## config.mk

```make
export PLATFORM = sky130hd
export DESIGN_NAME = tlpm_monitor
export DESIGN_NICKNAME = d
export VERILOG_FILES = /design/src/rtl/tlpm_pkg.sv /design/src/rtl/tlpm_sync.sv /design/src/rtl/tlpm_monitor.sv
export SDC_FILE = /design/constraint.sdc
export NUM_CORES = 1
export LEC_CHECK = 0
export ABC_AREA = 1
export BUFFER_PORTS_ARGS = -buffer_cell sky130_fd_sc_hd__buf_2
export CAP_MARGIN = 25
export CORE_MARGIN = 2
export CORE_UTILIZATION = 45
export CTS_CLUSTER_SIZE = 10
export DETAILED_ROUTE_END_ITERATION = 8
export GPL_ROUTABILITY_DRIVEN = 0
export MAX_ROUTING_LAYER = met4
export PLACE_DENSITY = 0.62
export RECOVER_POWER = 25
export SKIP_LAST_GASP = 1
export SYNTH_ARGS = -nofsm -noshare
export SYNTH_HDL_FRONTEND = slang
export SYNTH_HIERARCHICAL = 1
export SYNTH_SLANG_ARGS = --single-unit
```

## constraint.sdc

```tcl
create_clock -name clk -period 5.6 [get_ports clk]
set_clock_uncertainty 0.2 [all_clocks]
set_input_delay 0.56 -clock clk [delete_from_list [all_inputs] [get_ports clk]]
set_output_delay 0.56 -clock clk [all_outputs]
set_load 0.02 [all_outputs]
```

## src/rtl/tlpm_pkg.sv

```systemverilog
// tlpm_pkg: register map, field positions and reset values of the travel
// limit and position error monitor.
// assumes a 32-bit APB slave with one aligned word per register.
package tlpm_pkg;
  localparam int TLPM_AW = 8;
  localparam int TLPM_DW = 32;
  localparam int TLPM_NEVT = 3;
  // byte offsets
  localparam logic [TLPM_AW-1:0] OFF_CTRL = 8'h00;
  localparam logic [TLPM_AW-1:0] OFF_ERRLIM = 8'h04;
  localparam logic [TLPM_AW-1:0] OFF_SOFTPOS = 8'h08;
  localparam logic [TLPM_AW-1:0] OFF_SOFTNEG = 8'h0c;
  localparam logic [TLPM_AW-1:0] OFF_ERRCNT = 8'h10;
  localparam logic [TLPM_AW-1:0] OFF_CMDPOS = 8'h14;
  localparam logic [TLPM_AW-1:0] OFF_STATUS = 8'h18;
  localparam logic [TLPM_AW-1:0] OFF_INTSTAT = 8'h1c;
  localparam logic [TLPM_AW-1:0] OFF_INTMASK = 8'h20;
  // control fields
  localparam int CTRL_CLR_BIT = 0;
  localparam int CTRL_DIR_BIT = 1;
  localparam int CTRL_POL_BIT = 2;
  // event and status fields
  localparam int EVT_EXCESS = 0;
  localparam int EVT_SOFT = 1;
  localparam int EVT_HARD = 2;
  localparam int ST_POSOUT = 3;
  localparam int ST_NEGOUT = 4;
  // limit sensor vector positions
  localparam int LIM_POS = 0;
  localparam int LIM_NEG = 1;
  localparam int LIM_CLR = 2;
  localparam int LIM_N = 3;
  // reset values
  localparam logic [TLPM_DW-1:0] ERRLIM_RST = 32'h00030d40;
  localparam logic [TLPM_DW-1:0] SOFTPOS_RST = 32'h7fffffff;
  localparam logic [TLPM_DW-1:0] SOFTNEG_RST = 32'h80000000;
  localparam logic [TLPM_DW-1:0] ZERO_RST = 32'h00000000;
  localparam logic [TLPM_NEVT-1:0] MASK_RST = 3'h0;
endpackage : tlpm_pkg

```

## src/rtl/tlpm_sync.sv

```systemverilog
// tlpm_sync: two-flop synchroniser, one per bit of the vector.
// assumes inputs are asynchronous pins; ce freezes the chain.
`timescale 1ns/10ps
module tlpm_sync #(
  parameter int N = 1
) (
  // clock and reset
  input wire logic clk,
  input wire logic rst,
  input wire logic ce,
  // data
  input wire logic [N-1:0] asyncIn,
  output logic [N-1:0] syncOut
);
  logic [N-1:0] stage1_q;
  genvar gi;
  generate
    for (gi = 0; gi < N; gi++) begin : g_bit
      always_ff @(posedge clk) begin
        if (rst) begin
          stage1_q[gi] <= 1'b0;
          syncOut[gi] <= 1'b0;
        end else if (ce) begin
          stage1_q[gi] <= asyncIn[gi];
          syncOut[gi] <= stage1_q[gi];
        end
      end
    end
  endgenerate
endmodule : tlpm_sync

```

## src/rtl/tlpm_monitor.sv

```systemverilog
// tlpm_monitor: position error, software and hardware over-travel supervision
// with an APB register file and a masked level interrupt.
// assumes servoTick, cmdDelta and measPos come from logic on clk; limit
// sensor and alarm-clear pins are asynchronous.
`timescale 1ns/10ps
module tlpm_monitor
  import tlpm_pkg::*;
(
  // clock and reset
  input wire logic clk,
  input wire logic rst,
  input wire logic ce,
  // apb slave
  input wire logic psel,
  input wire logic penable,
  input wire logic pwrite,
  input wire logic [TLPM_AW-1:0] paddr,
  input wire logic [TLPM_DW-1:0] pwdata,
  output logic [TLPM_DW-1:0] prdata,
  output logic pready,
  output logic pslverr,
  // motion path and feedback
  input wire logic servoTick,
  input wire logic signed [TLPM_DW-1:0] cmdDelta,
  input wire logic signed [TLPM_DW-1:0] measPos,
  // pins
  input wire logic positiveLimit,
  input wire logic negativeLimit,
  input wire logic alarmClearInput,
  // warnings and intrusion outputs
  output logic excessErrorWarning,
  output logic softOvertravelWarning,
  output logic hardOvertravelWarning,
  output logic positiveIntrusionOutput,
  output logic negativeIntrusionOutput,
  output logic irq
);
  logic [LIM_N-1:0] pinSync;
  logic [TLPM_DW-1:0] errLimit_q;
  logic signed [TLPM_DW-1:0] softPos_q;
  logic signed [TLPM_DW-1:0] softNeg_q;
  logic signed [TLPM_DW-1:0] cmdPos_q;
  logic signed [TLPM_DW-1:0] cmdPos_d;
  logic signed [TLPM_DW-1:0] posErr_q;
  logic signed [TLPM_DW-1:0] lastMeas_q;
  logic scaleDir_q;
  logic polNo_q;
  logic clrCmd_q;
  logic hwPos_q;
  logic hwNeg_q;
  logic softPosOut_q;
  logic softNegOut_q;
  logic [TLPM_NEVT-1:0] intStat_q;
  logic [TLPM_NEVT-1:0] intMask_q;
  logic [TLPM_NEVT-1:0] evtPrev_q;

  tlpm_sync #(.N(LIM_N)) u_sync (
    .clk(clk),
    .rst(rst),
    .ce(ce),
    .asyncIn({alarmClearInput, negativeLimit, positiveLimit}),
    .syncOut(pinSync)
  );

  // apb decode
  wire access = psel & penable;
  wire wrEn = access & pwrite & pready;
  wire rdLoad = access & ~pready;
  wire hitCtrl = paddr == OFF_CTRL;
  wire hitLim = paddr == OFF_ERRLIM;
  wire hitSp = paddr == OFF_SOFTPOS;
  wire hitSn = paddr == OFF_SOFTNEG;
  wire hitEc = paddr == OFF_ERRCNT;
  wire hitCp = paddr == OFF_CMDPOS;
  wire hitSt = paddr == OFF_STATUS;
  wire hitIs = paddr == OFF_INTSTAT;
  wire hitIm = paddr == OFF_INTMASK;
  wire mapped = hitCtrl | hitLim | hitSp | hitSn | hitEc | hitCp | hitSt |
                hitIs | hitIm;

  // alarm clear from pin or from the command bit
  wire clrAny = pinSync[LIM_CLR] | clrCmd_q;

  // error magnitude compared every cycle
  wire [TLPM_DW-1:0] errMag = posErr_q[TLPM_DW-1] ?
                              TLPM_DW'(-posErr_q) : TLPM_DW'(posErr_q);
  wire excessCond = errMag >= errLimit_q;

  // commanded position is measured plus error
  wire signed [TLPM_DW-1:0] cmdView = measPos + posErr_q;
  wire softPosSide = cmdView >= softPos_q;
  wire softNegSide = cmdView <= softNeg_q;

  // sensor active level: open contact with normally closed polarity
  wire posActive = polNo_q ? pinSync[LIM_POS] : ~pinSync[LIM_POS];
  wire negActive = polNo_q ? pinSync[LIM_NEG] : ~pinSync[LIM_NEG];
  wire movedNeg = servoTick & (measPos < lastMeas_q);
  wire movedPos = servoTick & (measPos > lastMeas_q);
  wire hwPos_d = posActive | (hwPos_q & ~movedNeg);
  wire hwNeg_d = negActive | (hwNeg_q & ~movedPos);

  // moves toward a latched limit are dropped, moves away pass
  wire blockMove = (hwPos_q & (cmdDelta > 0)) |
                   (hwNeg_q & (cmdDelta < 0));
  assign cmdPos_d = blockMove ? cmdPos_q : cmdPos_q + cmdDelta;

  wire [TLPM_NEVT-1:0] evtNow = {hwPos_d | hwNeg_d,
                                 softPosSide | softNegSide,
                                 excessCond | (excessErrorWarning & ~clrAny)};
  wire [TLPM_NEVT-1:0] evtRise = evtNow & ~evtPrev_q;
  wire [TLPM_NEVT-1:0] w1c = (wrEn & hitIs) ? pwdata[TLPM_NEVT-1:0] : 3'h0;
  wire [TLPM_NEVT-1:0] intStat_d = evtRise | (intStat_q & ~w1c);

  wire [TLPM_DW-1:0] ctrlRd = {29'h0, polNo_q, scaleDir_q, 1'b0};
  wire [TLPM_DW-1:0] statRd = {27'h0, negativeIntrusionOutput,
                               positiveIntrusionOutput, hardOvertravelWarning,
                               softOvertravelWarning, excessErrorWarning};
  wire [TLPM_DW-1:0] rdMux =
    hitCtrl ? ctrlRd :
    hitLim ? errLimit_q :
    hitSp ? softPos_q :
    hitSn ? softNeg_q :
    hitEc ? posErr_q :
    hitCp ? cmdPos_q :
    hitSt ? statRd :
    hitIs ? {29'h0, intStat_q} :
    hitIm ? {29'h0, intMask_q} : ZERO_RST;

  // bus answer: one wait state, data and error set with pready
  always_ff @(posedge clk) begin
    if (rst) begin
      pready <= 1'b0;
      prdata <= ZERO_RST;
      pslverr <= 1'b0;
    end else if (ce) begin
      pready <= rdLoad;
      prdata <= rdLoad ? rdMux : ZERO_RST;
      pslverr <= rdLoad & ~mapped;
    end
  end

  // software settings
  always_ff @(posedge clk) begin
    if (rst) begin
      errLimit_q <= ERRLIM_RST;
      softPos_q <= SOFTPOS_RST;
      softNeg_q <= SOFTNEG_RST;
      scaleDir_q <= 1'b0;
      polNo_q <= 1'b0;
      clrCmd_q <= 1'b0;
      intMask_q <= MASK_RST;
    end else if (ce) begin
      clrCmd_q <= wrEn & hitCtrl & pwdata[CTRL_CLR_BIT];
      if (wrEn & hitLim) errLimit_q <= pwdata;
      if (wrEn & hitSp) softPos_q <= pwdata;
      if (wrEn & hitSn) softNeg_q <= pwdata;
      if (wrEn & hitIm) intMask_q <= pwdata[TLPM_NEVT-1:0];
      if (wrEn & hitCtrl) begin
        scaleDir_q <= pwdata[CTRL_DIR_BIT];
        polNo_q <= pwdata[CTRL_POL_BIT];
      end
    end
  end

  // servo-cycle counters
  always_ff @(posedge clk) begin
    if (rst) begin
      cmdPos_q <= ZERO_RST;
      posErr_q <= ZERO_RST;
      lastMeas_q <= ZERO_RST;
    end else if (ce && servoTick) begin
      cmdPos_q <= cmdPos_d;
      posErr_q <= cmdPos_q - measPos;
      lastMeas_q <= measPos;
    end
  end

  // warnings, intrusion side and interrupt
  always_ff @(posedge clk) begin
    if (rst) begin
      excessErrorWarning <= 1'b0;
      softOvertravelWarning <= 1'b0;
      hardOvertravelWarning <= 1'b0;
      hwPos_q <= 1'b0;
      hwNeg_q <= 1'b0;
      softPosOut_q <= 1'b0;
      softNegOut_q <= 1'b0;
      positiveIntrusionOutput <= 1'b0;
      negativeIntrusionOutput <= 1'b0;
      intStat_q <= 3'h0;
      evtPrev_q <= 3'h0;
      irq <= 1'b0;
    end else if (ce) begin
      excessErrorWarning <= evtNow[EVT_EXCESS];
      softOvertravelWarning <= softPosSide | softNegSide;
      hwPos_q <= hwPos_d;
      hwNeg_q <= hwNeg_d;
      hardOvertravelWarning <= hwPos_d | hwNeg_d;
      softPosOut_q <= softPosSide;
      softNegOut_q <= softNegSide;
      positiveIntrusionOutput <= scaleDir_q ? softNegSide : softPosSide;
      negativeIntrusionOutput <= scaleDir_q ? softPosSide : softNegSide;
      intStat_q <= intStat_d;
      evtPrev_q <= evtNow;
      irq <= |(intStat_d & intMask_q);
    end
  end
endmodule : tlpm_monitor

```

==> flow_summary.toml <==
[sta]
final_hold_viol_count = 0
max_slew_margin_pct = -159
rsz0062_at_grt = "false"
finalCritPeriodShare_pct = 88.4
fmax_mhz = 202
finalMaxSlewViolations = 76
fin_crit_ns = 4.95
fin_tns_setup_ns = 0
setup_violations = 0
worstMarginPinSlew_ns = 3.89

[power]
ir_worst_vdd_v = 0.000244
total_leakage_power_nw = 9.85
power.total_mw = 5.31
power_density_nw_per_um2 = 253

[outcome]
outcome = "finished, violations left"
violations = "capacitance limit, slew limit"

[critical_path]
cp_num_buf_inv = 2
reg2reg_depth = 28
cp_num_cells = 28
required_ns = 5.89
reg2reg_setup_slack_ns = 0.65
crit_path_end_kind = "register"
crit_family = "simple AND/OR/NAND/NOR gates"
path_class = "register to register"
cpMostUsedCell = "nand2_1"
startpoint_type = "register"
cp_max_fo = 3
arrival_ns = 5.24
crit_path_top_delay_cell = "nor4_1"
cpPeakStageDelay_ns = 0.46

[logic_synthesis]
syn-num-nets = 3080
async_flop_share_pct = 0
synth_compound_area_share_pct = 25.8
ys_seq_area_share_pct = 26.4
syn_area_um2 = 18900
synth_xor_area_share_pct = 5.10
synth_cells = 2741
synthSimpleGateAreaFrac_pct = 17.4
synth_cell_type_count = 58
yosys-mux-area-fraction_pct = 0
synth_top_family_by_area = "compound AO/OA/AOI/OAI gates"
yosys_warnings = 6
synth_adder_area_share_pct = 15.0
dominantRegCellSynth = "dfxtp_1"
ys_ff_latch = 249
synth_edf_count = 0
synth.avg_cell_area_um2 = 6.89

[global_route]
grt_pass1_vias = 17700
grt_pass1_wl_um = 97100
antenna_found_initial = 0
overflow = 0
grt_max_degree = 114
track_usage_pct = 28.6

[floorplanning]
start_util_pct = 45.3
pin_count = 154
num_rows = 75
die-area_um2 = 43600
die_h_um = 209
die_x_um = 209
core_um2 = 41700

[clocking]
numClockSinks = 249
clock_tree.root_cell = "clkbuf_16"
path_clk_slew_ns = 0.06
clk_latency_ns = 0.59
cts_setup_buffers = 0
cts_max_level = 1
cts_tree = "done"
numCtsBuffers = 31
ctsResizeCount = 0
clock_path_buffers = 3
cts-hold-fix-buffers = 0

[cells_and_area]
final_common_cell = "a21oi_1"
final_cell_mix = "a21oi_1, nand2_1, inv_1"
area_growth_pct = 11.1
final_nets = 3185
num_antenna_cells = 0
fin_cells = 3398
nFillCells = 4271
drive_gt1_share_pct = 7.24

[placed_design]
dp_hpwl_um = 48900
port_buffers = 153
dp.cells = 3351

[routing]
drtAntennaViolNets = 0
first_iter_violations = 1695
via_per_inst = 5.65
firstDrtPassIters = 6
routed_wl_um = 62600
num_vias = 19200
drc = 0
wire_per_inst_um = 18.4

[hold_path]
hold_path_depth = 3
worstHoldPathType = "input port to register"

[job]
cap_violations = 1
flip-flops by register name (all words and copies together) (netlist names), 2 cells and up:
register / cells
cmdPos_q: 32
errLimit_q: 32
evtPrev_q: 2
intMask_q: 3
intStat_q: 3
lastMeas_q: 32
posErr_q: 32
prdata: 32
softNeg_q: 32
softPos_q: 32
u_sync/stage1_q: 3
u_sync/syncOut: 3
power by group:
group          switching, mW  internal [mW]
Clock                  0.782           1.15
Sequential            0.0776           1.84
Combinational          0.941          0.521
per-layer routing:
metal  vias up  track usage, %  routed length [um]  part of all wire (%)
li1       9498               -                   -                     -
met1      8867            41.3               30000                    48
met2       740            43.0               26500                    42
met3        81            3.40                4760                   7.6
met4         0            6.03                1290                   2.1
met5         -               -                   0                     0
final timing paths:
kind | startpoint | endpoint
setup / recovery | posErr_q[0] | irq
hold / removal | pwdata[3] | softPos_q[3]
setup reg to reg | posErr_q[0] | irq
hold reg to reg | lastMeas_q[15] | lastMeas_q[15]
cell families after synthesis:
kind of cell | Yosys count
compound gates | 868
simple gates | 779
buf+inv | 510
flops | 249
fa+ha+maj | 225
xor+xnor | 110
metrics by stage:
step	instance area (um2)	utilization, %	hold WS, ns	setup WS (ns)
finish	21000	50.4	0.0112	0.648
detailed placement	20100	48.2	0.251	0.398
global placement	20000	48.1	0.244	0.539
CTS	21000	50.4	0.00245	0.710
global route	21000	50.4	0.0337	0.246
floorplan	18900	-	0.233	1.35
cell type report:
type | instances | area [um2] | share of cell area, %
multi-input combinational | 1982 | 12000 | 57.0
sequential | 249 | 4980 | 23.8
inverter | 414 | 1560 | 7.42
clock buffer | 41 | 863 | 4.11
timing repair buffer | 168 | 857 | 4.08
tap | 539 | 674 | 3.21
clock inverter | 5 | 81.3 | 0.388
worst min-delay path, stage by stage:
cell	delay, ns
buf_2	0.09
nand2_1	0.05
o211ai_1	0.06
cell usage after synthesis (all sizes together) (2+ instances only):
master   instances  share of area [%]
o211ai          70                2.8
ha             222                 15
xor2            77                3.6
o221ai          28                1.3
o21bai          12               0.48
fa               3               0.32
o21ai          251                6.7
o21a            12               0.48
clkbuf          69                1.4
o2111ai          3               0.14
buf             27               0.72
inv            412                8.2
nor4            26               0.93
nand3           62                1.7
or2              3              0.099
xnor2           33                1.5
a221oi           5               0.23
clkinv           2              0.040
nand4           21               0.73
a21oi          421                 11
nand2          417                8.3
a211oi           2              0.079
o22ai           19               0.63
a2111oi          2              0.093
dfxtp          249                 26
a31oi           18               0.60
a21boi           6               0.28
a21o            10               0.40
nor2           217                4.5
nand3b           3               0.19
o31ai            5               0.23
nor3            26               0.78
Power figures use the tool's default switching activity.
